`src/logic/fra_defs.svh`:
```
// constants for the fsk receive acquisition sequencer and its host end
// assumes inclusion by bare name from logic/ sources
`ifndef FRA_DEFS_SVH
`define FRA_DEFS_SVH
// ----------------------------------------------------------------
// symbol timing
// ----------------------------------------------------------------
`define FRA_CLK_MHZ          100
`define FRA_SYMBOL_US        208
`define FRA_SYMBOL_CYC       (`FRA_SYMBOL_US * `FRA_CLK_MHZ)
`define FRA_CLAMP_SYMS       8'h01
`define FRA_LOSSY_SYMS       8'h0F
`define FRA_XWIDE_SYMS       8'h10
`define FRA_CLK_ACQ_SYMS     8'h2D
`define FRA_CARRIER_SYMS     8'h08
// ----------------------------------------------------------------
// command byte fields
// ----------------------------------------------------------------
`define FRA_CMD_TASK_LSB     0
`define FRA_CMD_CLK_ACQ_BIT  6
`define FRA_CMD_LEV_ACQ_BIT  7
`define FRA_CMD_CRC_BIT      5
`define FRA_CMD_IMP_BIT      4
`define FRA_TASK_SYNC        4'h1
`define FRA_TASK_SYNC_HDR    4'h2
`define FRA_TASK_BLOCK       4'h3
// ----------------------------------------------------------------
// buffer byte counts, block and sync symbol counts, crc16 seeds
// ----------------------------------------------------------------
`define FRA_HDR_BYTES        4'hA
`define FRA_MID_BYTES        4'hC
`define FRA_LAST_BYTES       4'h8
`define FRA_BLOCK_SYMS       8'h42
`define FRA_SYNC_SYMS        8'h18
`define FRA_CRC16_ONES       16'hFFFF
`define FRA_CRC16_ZERO       16'h0000
`endif

```
`src/logic/fra_pkg.sv`:
```
// types shared by both ends of the acquisition link
// assumes fra_defs.svh is on the include path
package fra_pkg;
    typedef enum logic [1:0] {LEV_TRACK, LEV_CLAMP, LEV_LOSSY, LEV_SLOW} fra_level_type;
    typedef enum logic [1:0] {BW_MEDIUM, BW_WIDE, BW_NARROW, BW_XWIDE} fra_bw_type;
endpackage : fra_pkg
```
`src/logic/fra_link_if.sv`:
```
// link between the modem acquisition end and the host end
// assumes a single clock shared by both ends
`timescale 1ns/1ps
`default_nettype none
interface fra_link_if;
    logic       cmd_wr;
    logic [7:0] cmd_byte;
    logic [1:0] level_response;
    logic [1:0] loop_bandwidth;
    logic       interrupt_enable;
    logic       power_save;
    logic       eye_output;
    logic       buf_rd;
    logic       stat_rd;
    logic [7:0] buf_data;
    logic       irq_n;
    logic       buffer_free;
    logic       check_fail_flag;
    logic       buffer_overflow_flag;
    modport dev  (input cmd_wr, cmd_byte, level_response, loop_bandwidth, interrupt_enable,
                  power_save, eye_output, buf_rd, stat_rd,
                  output buf_data, irq_n, buffer_free, check_fail_flag, buffer_overflow_flag);
    modport host (output cmd_wr, cmd_byte, level_response, loop_bandwidth, interrupt_enable,
                  power_save, eye_output, buf_rd, stat_rd,
                  input buf_data, irq_n, buffer_free, check_fail_flag, buffer_overflow_flag);
endinterface : fra_link_if
`default_nettype wire

```
`src/logic/fra_modem.sv`:
```
// modem end: acquisition sequencing and frame receive handshake
// assumes decoded symbols and sync detection come from the demodulator
`timescale 1ns/1ps
`default_nettype none
`include "fra_defs.svh"
module fra_modem
    import fra_pkg::*;
(
    input  wire logic        clk,
    input  wire logic        rst,
    fra_link_if.dev          link,
    input  wire logic        carrier_present,
    input  wire logic        sync_seen,
    input  wire logic signed [7:0] rx_sample,
    input  wire logic        block_done,
    input  wire logic        block_crc_ok,
    input  wire logic [7:0]  block_byte,
    input  wire logic        block_byte_vld,
    output logic [1:0]       level_mode,
    output logic [1:0]       pll_mode,
    output logic             acquiring,
    output logic [15:0]      crc_seed,
    output logic             impulse_shaping,
    output logic signed [7:0] peak_pos,
    output logic signed [7:0] peak_neg,
    output logic             carrier_ok
);
    typedef enum logic [1:0] {T_IDLE, T_SYNC, T_HDR, T_BLOCK} fra_task_type;
    logic [15:0]     sym_cnt_q;
    logic            sym_tick;
    fra_level_type   lev_q, lev_d;
    fra_bw_type      bw_q;
    logic [7:0]      lev_cnt_q, clk_cnt_q;
    logic            lev_acq_q, clk_acq_q;
    fra_task_type    task_q;
    logic [7:0]      buf_mem [0:15];
    logic [3:0]      wr_ptr_q, rd_ptr_q, fill_q;
    logic            pend_q, free_q, fail_q, ovf_q, irq_n_q;
    logic signed [7:0] filt_q, pos_q, neg_q;
    logic [7:0]      car_cnt_q;
    logic            crc_form_q, imp_q;
    logic [3:0]      task_code;
    logic            start_acq, start_lev, start_clk, is_hdr;
    function automatic logic [7:0] inc_sat(input logic [7:0] v);
        inc_sat = (v == 8'hFF) ? v : v + 8'h01;
    endfunction : inc_sat
    // ----------------------------------------------------------------
    // command decode
    // ----------------------------------------------------------------
    assign sym_tick   = (sym_cnt_q == 16'(`FRA_SYMBOL_CYC - 1));
    assign task_code  = link.cmd_byte[`FRA_CMD_TASK_LSB +: 4];
    assign start_acq  = link.cmd_wr && (task_code != 4'h0);
    assign start_lev  = start_acq && link.cmd_byte[`FRA_CMD_LEV_ACQ_BIT];
    assign start_clk  = start_acq && link.cmd_byte[`FRA_CMD_CLK_ACQ_BIT];
    assign is_hdr     = (task_q == T_HDR);
    always_ff @(posedge clk) begin
        if (rst) sym_cnt_q <= 16'h0000;
        // acquisition restarts the symbol phase so clamp spans a full symbol
        else sym_cnt_q <= (sym_tick || start_lev || start_clk) ? 16'h0000 : sym_cnt_q + 16'h0001;
    end
    // ----------------------------------------------------------------
    // level acquisition
    // ----------------------------------------------------------------
    // sequence runs regardless of where in the frame it started
    always_comb begin
        lev_d = lev_q;
        if (!lev_acq_q) lev_d = fra_level_type'(link.level_response);
        else if (sync_seen) lev_d = fra_level_type'(link.level_response);
        else if (sym_tick && lev_q == LEV_CLAMP && lev_cnt_q + 8'h01 >= `FRA_CLAMP_SYMS)
            lev_d = LEV_LOSSY;
        else if (sym_tick && lev_q == LEV_LOSSY && lev_cnt_q + 8'h01 >= `FRA_LOSSY_SYMS)
            lev_d = LEV_SLOW;
    end
    always_ff @(posedge clk) begin
        if (rst) begin
            lev_q     <= LEV_TRACK;
            lev_acq_q <= 1'b0;
            lev_cnt_q <= 8'h00;
        end else if (start_lev) begin
            lev_q     <= LEV_CLAMP;
            lev_acq_q <= 1'b1;
            lev_cnt_q <= 8'h00;
        end else begin
            lev_q     <= lev_d;
            lev_acq_q <= lev_acq_q && !sync_seen;
            lev_cnt_q <= (lev_d != lev_q) ? 8'h00 : (sym_tick ? inc_sat(lev_cnt_q) : lev_cnt_q);
        end
    end
    // ----------------------------------------------------------------
    // clock acquisition
    // ----------------------------------------------------------------
    always_ff @(posedge clk) begin
        if (rst) begin
            clk_acq_q <= 1'b0;
            clk_cnt_q <= 8'h00;
            bw_q      <= BW_MEDIUM;
        end else if (start_clk) begin
            clk_acq_q <= 1'b1;
            clk_cnt_q <= 8'h00;
            bw_q      <= BW_XWIDE;
        end else if (clk_acq_q) begin
            if (sym_tick) clk_cnt_q <= inc_sat(clk_cnt_q);
            if (sym_tick && clk_cnt_q + 8'h01 >= `FRA_CLK_ACQ_SYMS) begin
                clk_acq_q <= 1'b0;
                bw_q      <= fra_bw_type'(link.loop_bandwidth);
            end else if (sym_tick && clk_cnt_q + 8'h01 >= `FRA_XWIDE_SYMS) bw_q <= BW_WIDE;
        end else begin
            // outside acquisition field code 3 is not passed through: it would mean extra wide
            bw_q <= (link.loop_bandwidth == 2'b11) ? BW_WIDE : fra_bw_type'(link.loop_bandwidth);
        end
    end
    // ----------------------------------------------------------------
    // peak detection with low pass filter
    // ----------------------------------------------------------------
    always_ff @(posedge clk) begin
        if (rst) begin
            filt_q <= 8'sh00;
            pos_q  <= 8'sh00;
            neg_q  <= 8'sh00;
        end else begin
            // difference taken one bit wider so a full-scale swing cannot wrap
            filt_q <= 8'(filt_q + ((9'(rx_sample) - 9'(filt_q)) >>> 2));
            if (lev_q == LEV_CLAMP) begin
                pos_q <= rx_sample;
                neg_q <= rx_sample;
            end else if (lev_q == LEV_LOSSY || lev_q == LEV_SLOW) begin
                if (filt_q > pos_q) pos_q <= filt_q;
                if (filt_q < neg_q) neg_q <= filt_q;
            end
        end
    end
    // ----------------------------------------------------------------
    // receive tasks and buffer
    // ----------------------------------------------------------------
    always_ff @(posedge clk) begin
        if (rst) begin
            task_q <= T_IDLE;
            wr_ptr_q <= 4'h0;
            rd_ptr_q <= 4'h0;
            fill_q <= 4'h0;
            pend_q <= 1'b0;
            free_q <= 1'b1;
            fail_q <= 1'b0;
            ovf_q  <= 1'b0;
            crc_form_q <= 1'b0;
            imp_q  <= 1'b0;
        end else begin
            if (link.cmd_wr) begin
                crc_form_q <= link.cmd_byte[`FRA_CMD_CRC_BIT];
                imp_q      <= link.cmd_byte[`FRA_CMD_IMP_BIT];
                free_q     <= 1'b0;
                wr_ptr_q   <= 4'h0;
                rd_ptr_q   <= 4'h0;
                fill_q     <= 4'h0;
                task_q     <= (task_code == `FRA_TASK_SYNC) ? T_SYNC :
                              (task_code == `FRA_TASK_SYNC_HDR) ? T_HDR :
                              (task_code == `FRA_TASK_BLOCK) ? T_BLOCK : T_IDLE;
            end else begin
                if (block_byte_vld && task_q != T_IDLE) begin
                    if (fill_q == (is_hdr ? `FRA_HDR_BYTES : `FRA_MID_BYTES)) ovf_q <= 1'b1;
                    else begin
                        buf_mem[wr_ptr_q] <= block_byte;
                        wr_ptr_q <= wr_ptr_q + 4'h1;
                        fill_q   <= fill_q + 4'h1;
                    end
                end
                if ((task_q == T_SYNC && sync_seen) || (task_q != T_SYNC && task_q != T_IDLE
                    && block_done)) begin
                    task_q <= T_IDLE;
                    free_q <= 1'b1;
                    fail_q <= (task_q != T_SYNC) && !block_crc_ok;
                    if (link.interrupt_enable) pend_q <= 1'b1;
                end
                if (link.buf_rd && rd_ptr_q != wr_ptr_q) rd_ptr_q <= rd_ptr_q + 4'h1;
                // a new event in the same cycle beats the status read
                if (link.stat_rd && !(block_done || sync_seen)) begin
                    pend_q <= 1'b0;
                    ovf_q  <= 1'b0;
                end
            end
        end
    end
    always_ff @(posedge clk) begin
        if (rst) begin
            irq_n_q <= 1'b1;
            car_cnt_q <= 8'h00;
        end else begin
            irq_n_q <= !(pend_q && link.interrupt_enable);
            car_cnt_q <= carrier_present ? inc_sat(car_cnt_q) : 8'h00;
        end
    end
    // ----------------------------------------------------------------
    // outputs
    // ----------------------------------------------------------------
    assign link.buf_data             = buf_mem[rd_ptr_q];
    assign link.irq_n                = irq_n_q;
    assign link.buffer_free          = free_q;
    assign link.check_fail_flag      = fail_q;
    assign link.buffer_overflow_flag = ovf_q;
    assign level_mode      = lev_q;
    assign pll_mode        = bw_q;
    assign acquiring       = lev_acq_q | clk_acq_q;
    assign crc_seed        = crc_form_q ? `FRA_CRC16_ZERO : `FRA_CRC16_ONES;
    assign impulse_shaping = imp_q;
    assign peak_pos        = pos_q;
    assign peak_neg        = neg_q;
    assign carrier_ok      = (car_cnt_q >= `FRA_CARRIER_SYMS);
endmodule : fra_modem
`default_nettype wire

```
`src/flat_wrapper.sv`:
```
// flat-port wrapper written by rule: the top's interface ports become plain ports
module fra_modem_flat import fra_pkg::*;
  (clk, rst, carrier_present, sync_seen, rx_sample, block_done, block_crc_ok, block_byte, block_byte_vld, level_mode, pll_mode, acquiring, crc_seed, impulse_shaping, peak_pos, peak_neg, carrier_ok, link_cmd_wr, link_cmd_byte, link_level_response, link_loop_bandwidth, link_interrupt_enable, link_power_save, link_eye_output, link_buf_rd, link_stat_rd, link_buf_data, link_irq_n, link_buffer_free, link_check_fail_flag, link_buffer_overflow_flag);
  fra_link_if link_i ();
  input  wire logic clk;
  input  wire logic rst;
  input  wire logic carrier_present;
  input  wire logic sync_seen;
  input  wire logic signed [7:0] rx_sample;
  input  wire logic block_done;
  input  wire logic block_crc_ok;
  input  wire logic [7:0] block_byte;
  input  wire logic block_byte_vld;
  output logic [1:0] level_mode;
  output logic [1:0] pll_mode;
  output logic acquiring;
  output logic [15:0] crc_seed;
  output logic impulse_shaping;
  output logic signed [7:0] peak_pos;
  output logic signed [7:0] peak_neg;
  output logic carrier_ok;
  input wire logic [$bits(link_i.cmd_wr)-1:0] link_cmd_wr;
  input wire logic [$bits(link_i.cmd_byte)-1:0] link_cmd_byte;
  input wire logic [$bits(link_i.level_response)-1:0] link_level_response;
  input wire logic [$bits(link_i.loop_bandwidth)-1:0] link_loop_bandwidth;
  input wire logic [$bits(link_i.interrupt_enable)-1:0] link_interrupt_enable;
  input wire logic [$bits(link_i.power_save)-1:0] link_power_save;
  input wire logic [$bits(link_i.eye_output)-1:0] link_eye_output;
  input wire logic [$bits(link_i.buf_rd)-1:0] link_buf_rd;
  input wire logic [$bits(link_i.stat_rd)-1:0] link_stat_rd;
  output wire logic [$bits(link_i.buf_data)-1:0] link_buf_data;
  output wire logic [$bits(link_i.irq_n)-1:0] link_irq_n;
  output wire logic [$bits(link_i.buffer_free)-1:0] link_buffer_free;
  output wire logic [$bits(link_i.check_fail_flag)-1:0] link_check_fail_flag;
  output wire logic [$bits(link_i.buffer_overflow_flag)-1:0] link_buffer_overflow_flag;
  assign link_i.cmd_wr = link_cmd_wr;
  assign link_i.cmd_byte = link_cmd_byte;
  assign link_i.level_response = link_level_response;
  assign link_i.loop_bandwidth = link_loop_bandwidth;
  assign link_i.interrupt_enable = link_interrupt_enable;
  assign link_i.power_save = link_power_save;
  assign link_i.eye_output = link_eye_output;
  assign link_i.buf_rd = link_buf_rd;
  assign link_i.stat_rd = link_stat_rd;
  assign link_buf_data = link_i.buf_data;
  assign link_irq_n = link_i.irq_n;
  assign link_buffer_free = link_i.buffer_free;
  assign link_check_fail_flag = link_i.check_fail_flag;
  assign link_buffer_overflow_flag = link_i.buffer_overflow_flag;
  fra_modem u_core (.clk(clk), .rst(rst), .link(link_i), .carrier_present(carrier_present), .sync_seen(sync_seen), .rx_sample(rx_sample), .block_done(block_done), .block_crc_ok(block_crc_ok), .block_byte(block_byte), .block_byte_vld(block_byte_vld), .level_mode(level_mode), .pll_mode(pll_mode), .acquiring(acquiring), .crc_seed(crc_seed), .impulse_shaping(impulse_shaping), .peak_pos(peak_pos), .peak_neg(peak_neg), .carrier_ok(carrier_ok));
endmodule
```
`config.mk`:
```
export PLATFORM = sky130hd
export DESIGN_NAME = fra_modem_flat
export DESIGN_NICKNAME = d
export VERILOG_FILES = /design/src/logic/fra_pkg.sv /design/src/logic/fra_link_if.sv /design/src/logic/fra_modem.sv /design/src/flat_wrapper.sv
export VERILOG_INCLUDE_DIRS = /design/src /design/src/logic
export SDC_FILE = /design/constraint.sdc
export NUM_CORES = 1
export LEC_CHECK = 0
export BUFFER_PORTS_ARGS = -buffer_cell sky130_fd_sc_hd__buf_2
export CAP_MARGIN = 10
export CORE_ASPECT_RATIO = 0.5
export CORE_MARGIN = 2
export CORE_UTILIZATION = 55
export CTS_CLUSTER_DIAMETER = 120
export CTS_CLUSTER_SIZE = 8
export DETAILED_ROUTE_END_ITERATION = 8
export PLACE_DENSITY = 0.81
export SLEW_MARGIN = 20
export SYNTH_ARGS = -nofsm -noshare
export SYNTH_HDL_FRONTEND = slang
export SYNTH_SLANG_ARGS = --single-unit
```
`constraint.sdc`:
```
create_clock -name clk -period 8.3 [get_ports clk]
set_input_delay 0.415 -clock clk [delete_from_list [all_inputs] [get_ports clk]]
set_output_delay 0.415 -clock clk [all_outputs]
set_load 0.05 [all_outputs]
```
== Word-level counts from Yosys, hierarchy flattened ==
Memory sizes are Yosys's and may differ from the RTL's. A register that Yosys moved wholly into a read port is not among the register bits.
Index checks and enable logic that the tools add are counted.

* Register bits: 91
* RAM bits: 128
* Bits of input ports: 41
* Output and inout port bits: 51
* Word-level logic and storage cells: 157
* Memories: 1

* Add/sub/neg operators: 9
* Order comparisons: 7
* Equality and inequality tests: 18
* Multiplexer cells: 42
* Bitwise gates (word level): 6
* Reduce and logical (&&, ||, !) cells: 51

{| class="wikitable"
|+ Memory list
! memory !! words !! width !! rd ports !! clocked after Yosys merged registers in !! write ports !! line !! text
|-
| u_core.buf_mem || 16 || 8 || 1 || 1 || 1 || fra_modem.sv:36 || <nowiki>logic [7:0] buf_mem [0:15];</nowiki>
|}

{| class="wikitable"
|+ Operators by type and width
! kind !! count
|-
| $mux 8 || 6
|-
| $mux 2 || 14
|-
| $add 8x1->8 const B || 3
|-
| $eq 8x8->1 const B || 3
|-
| $logic_and 1x1->1 || 18
|-
| $mux 1 || 18
|-
| $reduce_bool 2->1 || 9
|-
| $add 16x1->16 const B || 1
|-
| $eq 16x15->1 const B || 1
|-
| $ge 8x4->1 const B || 2
|-
| $mux 16 || 1
|-
| $add 4x1->4 const B || 3
|-
| $reduce_and 2->1 || 5
|-
| $reduce_or 2->1 || 5
|-
| $reduce_and 3->1 || 3
|-
| $sub 8x8->9 || 1
|-
| $add 8x7->8 || 1
|-
| $eq 2x2->1 const B || 4
|-
| $eq 4x2->1 const B || 2
|-
| $ge 8x1->1 const B || 1
|-
| $ge 8x5->1 const B || 1
|-
| $ge 8x6->1 const B || 1
|-
| $gt 8x8->1 || 1
|-
| $lt 8x8->1 || 1
|-
| 15 further kinds || 28
|}

== Depth between registers and ports, before layout ==
Gate-level depths: netlist (run 1).

* Depth in word-level cells: 9
* Gate-level depth with buffers: 14
* Depth with buffers taken out: 14

== Worst setup path after synthesis (run 1) ==
No wires, ideal clock.

* Path kind: register -> register
* Start point: register u_core.filt_q[1]
* End point: register u_core.filt_q[7]
* Setup time: 130 ps
* Data arrival time: 3056 ps
* Required time: 8170 ps
* Setup slack: 5114 ps
* Stages on the path, launching flop included: 15
* Path buffers: 0
* Period minus slack after synthesis: 3186 ps
* Path through: dfxtp_1 -> inv_1 -> ha_1 -> a211oi_1 -> nor2_1 -> and2_1 -> o21ai_0 -> a21boi_0 -> ha_1 -> and3_1 -> a2111oi_0 -> a21oi_1 -> xnor2_1 -> o21a_1 -> nor3_1

* Cells in the longest elaborated chain, start to end: 2

{| class="wikitable"
|+ RTL lines
! item !! line !! text
|-
| start: declaration || fra_modem.sv:39 || <nowiki>logic signed [7:0] filt_q, pos_q, neg_q;</nowiki>
|-
| start signal: assignment || fra_modem.sv:122 || <nowiki>filt_q <= 8'(filt_q + ((9'(rx_sample) - 9'(filt_q)) >>> 2));</nowiki>
|-
| $sub 8x8->9 || fra_modem.sv:122 ||
|-
| $add 8x7->8 (*) || fra_modem.sv:122 ||
|}

Mark *: on every way between the ends. The rest lies on a longest branch, timed or not.
A chain may end at the register's enable or synchronous reset.

== Worst setup path after layout (run 1) ==
Same ends and word-level chain as after synthesis.

==> metrics.txt, run 1 <==
fill count=roughly 1.4k; Antenna Violating Nets Remaining=0; Slew Limit Fails=0; vias after detailed routing=about 7.3k; Register Area=~5700 µm²; Die Ht=103 µm; WL met2=~12000 µm; Sw Pwr=873 µW; n_diodes=0; DP HPWL=15900 µm; Min-Delay Path Class=primary input to flop; CP Launch Type=flop; Leakage=0.00430 µW; Worst-path clk slew=~0.050 ns; total CTS buffers=31; max-cap viol count=0; WS Path Type=flop to flop; Final TNS setup=0 ns; Root Driver=clkbuf_16; PortBufs=a little under 90; Sink Count=223; syn_area_per_cell=12.0 µm²; top sig layer=met4; Logic pwr share=20.9%; Final Setup Violations=0; largest net degree at the start of global routing=53; die area=20600 µm²; Worst VDD drop=0.129 mV; vias in the first global route=7150; critical path's slowest cell=a2111oi_0; CP max stage delay=0.68 ns; prevailing post-synth register cell=edfxtp_1; CTS tree=built; Layout Nets=roughly 1.1k; slew margin rel.=between 30% and 40%; Seq pwr share=41.5%; WL met1=between 9000 and 10000 µm; TritonRoute pass-1 iters=5; GR Overflow Total=0; Netlist Area Pre-Place=10700 µm²; commonest non-fill, non-tap cell in the layout=edfxtp_1; Worst Clk Skew=between 0.015 and 0.02 ns; CTS resizes=0; RD Place Congestion=a little over 0.8; fraction of layout cells with a size suffix above 1=19.6%; Post-synth ARST share=0%; via/cell ratio=5.88; hold_buf cts=0; most used cell, CP=ha_1; Seq/Total Area, Yosys=between 50% and 60%; P_int=2140 µW; fmax=roughly 0.27 GHz; worst path cell trace=inv_1 > ha_1 > a211oi_1 > nor2_1 > and2_1 > o21ai_0 > a21boi_0 > ha_1 > and3_1 > a2111oi_0 > a21oi_1 > xnor2_1 > o21a_1 > nor3_1; Synthesized Nets=about 1000; Max Buffers Root-to-Sink=3; drt first-iter violations=502; Final period util=a little over two fifths; drt wl/cell=18.9 µm; synth top area cells=edfxtp_1 (36%), dfxtp_1 (18%), mux4_2 (8.4%); final core occ=64.7%; core area=roughly 19000 µm²; unrepaired setup endpoints after global routing=false; top cell type's share of synthesized area=between 30 and 40%; count of state elements after synthesis=between 200 and 250; # IOs=92; PD cells=249 nW/µm²; clock latency on the worst-skew pair=0.55 ns; Fin. Hold Viols=0; Syn Inst Count=890; Starting Density=57.2%; clock share of power=37.6%; WL final=23500 µm; GRT Total Usage=between 20% and 30%; Die W=201 µm; Cell Rows=35; post-CTS setup buffers=0; Met3 Wirelength=1530 µm; worst-path fanout max=6; Synth area leader=edfxtp_1; post-synthesis cell type count=76; post-route minimum period=3.64 ns; H-tree levels=1; Crit path arrival time=4.05 ns; Req. time, crit path=8.71 ns; Post-synth EDFFs=128; critical path endpoint category=flop; Ys Warns=0; initial antenna violation count=0; Sw Ratio=between 20 and 30%; area of the multi-input gates=approximately 4500 µm²; first-pass GRT wire length=37700 µm; area grow syn2layout=13.1%; DRC errors left=0; commonest cells after routing, fill and taps aside=edfxtp_1 (128), nor2_1 (114), dfxtp_1 (93); pin slew with the least headroom to its limit=0.957 ns; status=completed
-- cells in the mapped netlist, drive strengths merged (4+ instances only) --
cell type / n
a2111oi: 4
a211oi: 15
a21boi: 4
a21o: 6
a21oi: 34
a311oi: 10
and2: 6
and3: 11
and4b: 4
buf: 24
clkbuf: 24
dfxtp: 95
edfxtp: 128
ha: 43
inv: 43
mux2: 9
mux2i: 10
mux4: 40
nand2: 36
nand2b: 9
nand3: 25
nand3b: 4
nand4: 12
nor2: 115
nor2b: 10
nor3: 19
nor4: 4
o211ai: 4
o21a: 5
o21ai: 24
or3: 11
or4: 8
xnor2: 16
xor2: 28
-- kinds of logic after synthesis --
logic type / Yosys count / share of synthesized area [%]
and+or+nand+nor: 292 / 14.2
AOI/OAI and AO/OA: 137 / 8.97
DFF: 223 / 53.8
muxes: 59 / 10.3
adders and majority gates: 44 / 5.22
buffers and inverters: 91 / 3.89
xor gates and xnor gates: 44 / 3.61
-- critical path: cells and delay by family, from the launching register on --
kind / cells / cell delay (ns)
and+or+nand+nor: 4 / 0.53
AOI/OAI and AO/OA: 6 / 1.50
buffers and inverters: 1 / 0.12
DFF: 1 / 0.49
xor gates and xnor gates: 1 / 0.22
adders and majority gates: 2 / 0.65
-- sequential cells by signal, indices dropped and copies added, names as in the netlist, 2 cells and up, named ones only --
signal / count
u_core.sym_cnt_q: 16
u_core.level_mode: 2
u_core.car_cnt_q: 8
u_core.fill_q: 4
u_core.filt_q: 8
u_core.clk_cnt_q: 8
u_core.rd_ptr_q: 4
u_core.pll_mode: 2
u_core.lev_cnt_q: 8
u_core.task_q: 2
u_core.wr_ptr_q: 4
u_core.peak_neg: 8
u_core.peak_pos: 8
u_core.buf_mem: 128
-- routing by layer --
metal / GRT usage, % / vias up
li1: - / 3464
met4: 4.73 / 0
met5: 0 / -
met1: 30.0 / 3559
met3: 4.17 / 36
met2: 41.6 / 249
-- power by group through the flow --
| stage | clock (µW) | sequential (µW) | combinational [µW] |
|---|---|---|---|
| 3_5_place_dp | 0 | 1270 | 625 |
| 5_1_grt | 1210 | 1260 | 700 |
| 3_3_place_gp | 0 | 1270 | 597 |
| 4_1_cts | 1150 | 1250 | 628 |
| 6_report | 1140 | 1250 | 629 |
| 2_1_floorplan | 0 | 1310 | 440 |
-- per-stage QoR --
stage	total power, µW	setup WS (ns)	cells	instance area (µm²)	hold slack, ns
6_report	3020	4.66	1243	12100	0.0671
5_1_grt	3160	4.35	1243	12100	0.0574
4_1_cts	3030	4.67	1243	12100	0.0543
3_5_place_dp	1900	4.68	1193	11200	0.399
3_3_place_gp	1870	4.71	1193	11200	0.396
2_1_floorplan	1750	5.11	890	10700	0.383
-- layout make-up --
type	count	area share, %
repair buffers	92	3.87
inverters	43	1.33
clock buffers	49	6.97
flip-flops and latches	223	47.5
well taps	259	2.68
multi-input cells	576	37.4
clock inverters	1	0.166
-- final timing paths --
| check | from | to | slack, ns | cells after the start |
|---|---|---|---|---|
| setup reg to reg | u_core.filt_q[1]$_SDFF_PP0_ | u_core.filt_q[7]$_SDFF_PP0_ | 4.66 | 14 |
| setup / recovery | u_core.filt_q[1]$_SDFF_PP0_ | u_core.filt_q[7]$_SDFF_PP0_ | 4.66 | 14 |
| hold reg to reg | u_core.pend_q$_SDFFE_PP0P_ | u_core.link.irq_n$_SDFF_PP1_ | 0.41 | 1 |
| hold / removal | link_interrupt_enable | u_core.link.irq_n$_SDFF_PP1_ | 0.07 | 2 |
No activity file was read; power rests on OpenSTA's default activity.
==> inputs of run 2 (changes only) <==
- CORE_UTILIZATION: 55 -> 54
- PLACE_DENSITY: 0.81 -> 0.83
- clock period: 8.3 -> 3.2 ns (I/O delays scaled with it)
==> metrics.txt, run 2 (synthesis results as in run 1) <==
status=completed; # IOs=92 (unchanged); core area=19400 µm² (+3.8%); Die W=203 µm (+0.90%); DP Area=11400 µm² (+1.3%); Antenna Violating Nets Remaining=0 (unchanged); Fin. Hold Viols=0 (unchanged); CTS tree=built; largest net degree at the start of global routing=48 (-9.4%); vias after detailed routing=7545 (+3.2%); H-tree levels=1 (unchanged); fmax=0.332 GHz (+21%); RR Startpoint=u_core.lev_cnt_q[0]$_SDFFE_PP0P_; final instance area=12600 µm² (+3.9%); area grow syn2layout=17.5%; WS Path Type=flop to flop; post-route minimum period=3.01 ns (-0.624 ns); cell count after placement=1217 (+2.0%); initial antenna violation count=0 (unchanged); Starting Density=55.1% (-2.1 points); Reg2Reg Setup Slack=0.19 ns (-4.48 ns); TritonRoute pass-1 iters=5 (unchanged); PortBufs=89 (unchanged); reg-to-reg endpoint=u_core.lev_cnt_q[1]$_SDFFE_PP0P_; drt wl/cell=18.9 µm (-0.36%); commonest cells after routing, fill and taps aside=edfxtp_1 (128), nor2_1 (114), dfxtp_1 (94); WL final=24400 µm (+3.8%); Hold WS=0.0196 ns (-0.0475 ns); clock share of power=36.7% (-0.9 points); Min-Delay Path Class=primary input to flop; slew margin rel.=33.8% (-1.5 points); Die Ht=103 µm (+0.89%); max FFs per register=128 (unchanged); critical path endpoint category=flop; DRC errors left=0 (unchanged); Cell Rows=36 (+2.9%); DP HPWL=16400 µm (+2.9%); Layout Nets=1095 (+4.1%); Worst Clk Skew=0.0108 ns (-0.00449 ns); largest registers=u_core.buf_mem x128, u_core.sym_cnt_q x16; Sw Pwr=2340 µW (+170%); GR Overflow Total=0 (unchanged); max-cap viol count=0 (unchanged); RD Place Congestion=0.883 (+8.2%); worst hold start=block_byte[3]; Worst-path clk slew=0.05 ns (about the same); Final Setup Violations=0 (unchanged); total CTS buffers=31 (unchanged); pin slew with the least headroom to its limit=0.980 ns (+0.0224 ns); Slew Limit Fails=0 (unchanged); via/cell ratio=5.83 (-0.90%); DP Worst Slack=-0.0154 ns (-4.70 ns); Logic pwr share=23.4% (+2.5 points); first-pass GRT wire length=38100 µm (+1.2%); vias in the first global route=7527 (+5.3%); Biggest register=u_core.buf_mem; die area=21000 µm² (+1.8%); setup ws final=0.187 ns (-4.48 ns); P_int=5690 µW (+170%); fin cells=1295 (+4.2%); Sink Count=223 (unchanged); worst-path fanout max=9 (+3); drt first-iter violations=489 (-2.6%); Worst VDD drop=0.456 mV (+250%); n_diodes=0 (unchanged); Sw Ratio=29.2% (+0.23 points); PD cells=639 nW/µm² (+160%); Seq pwr share=39.9% (-1.6 points); commonest non-fill, non-tap cell in the layout=edfxtp_1; hold depth=1 (-1); Root Driver=clkbuf_16; Worst Hold Path EP=u_core.buf_mem[0][3]$_DFFE_PP_; clock latency on the worst-skew pair=0.54 ns (about the same); Req. time, crit path=3.62 ns (-5.09 ns); fraction of layout cells with a size suffix above 1=21.0% (+1.4 points); CP Launch Type=flop; GRT Total Usage=23.1% (about the same); Final period util=94.2% (+50 points); Max Buffers Root-to-Sink=3 (unchanged); Leakage=0.00451 µW (+4.8%); R2R depth=8 (-6); Final TNS setup=0 ns (unchanged); Crit path arrival time=3.43 ns (-0.62 ns)
[run 2: how the worst max path moves through the flow]
stage,from,to,slack [ns],cells after the start
after floorplan,u_core.filt_q[1]$_SDFF_PP0_,u_core.filt_q[7]$_SDFF_PP0_,0.01,14
after global routing,u_core.filt_q[4]$_SDFF_PP0_,u_core.filt_q[7]$_SDFF_PP0_,-0.008,14
final,u_core.lev_cnt_q[0]$_SDFFE_PP0P_,u_core.lev_cnt_q[1]$_SDFFE_PP0P_,0.19,8
after detailed placement,u_core.filt_q[1]$_SDFF_PP0_,u_core.filt_q[7]$_SDFF_PP0_,-0.02,15
after global placement,u_core.filt_q[1]$_SDFF_PP0_,u_core.filt_q[7]$_SDFF_PP0_,0.06,14
after CTS,u_core.filt_q[1]$_SDFF_PP0_,u_core.filt_q[7]$_SDFF_PP0_,0.06,15
[run 2: what timing repair did]
item | 4_1_cts | 5_1_grt
pin swaps | 0 | 6
endpoints found under the hold margin | 98 | 0
hold buffers | 25 | 0
setup buffers | 0 | 1
gates resized for setup | 1 | 10
setup endpoints to repair | 1 | 1
[run 2: area by class of cell]
class	instances	area, µm²
inverters	43	161
flip-flops and latches	223	5750
well taps	266	333
clock inverters	1	20.0
fillers	1402	6850
repair buffers	135	866
multi-input cells	576	4580
clock buffers	51	851
[run 2: critical path, cell delays in order, from the launching register on]
cell and delay (ns):
dfxtp_1 0.40, ha_1 0.31, and2_2 0.25, a2111oi_0 0.56, o2111ai_1 0.31, a211oi_1 0.33
buf_4 0.19, nor2_2 0.09, o41ai_1 0.43
[run 2: metal layers]
| layer | GRT usage (%) | routed length, µm |
|---|---|---|
| met1 | 28.7 | 10200 |
| met2 | 41.6 | 12300 |
| met3 | 4.10 | 1340 |
| met4 | 8.14 | 646 |
| met5 | 0 | 0 |
[run 2: power groups by stage]
| stage | sequential [µW] | combinational (µW) | clock, µW |
|---|---|---|---|
| 5_1_grt | 3220 | 2070 | 3120 |
| 3_5_place_dp | 3260 | 1720 | 0 |
| 4_1_cts | 3210 | 1760 | 2990 |
| 6_report | 3210 | 1880 | 2950 |
| 2_1_floorplan | 3410 | 1140 | 0 |
| 3_3_place_gp | 3260 | 1640 | 0 |
[run 2: through the flow]
step | util (%) | total power [µW]
6_report | 64.7 | 8030
5_1_grt | 64.7 | 8400
4_1_cts | 64.4 | 7960
3_5_place_dp | 58.6 | 4980
3_3_place_gp | 58.6 | 4900
2_1_floorplan | - | 4550
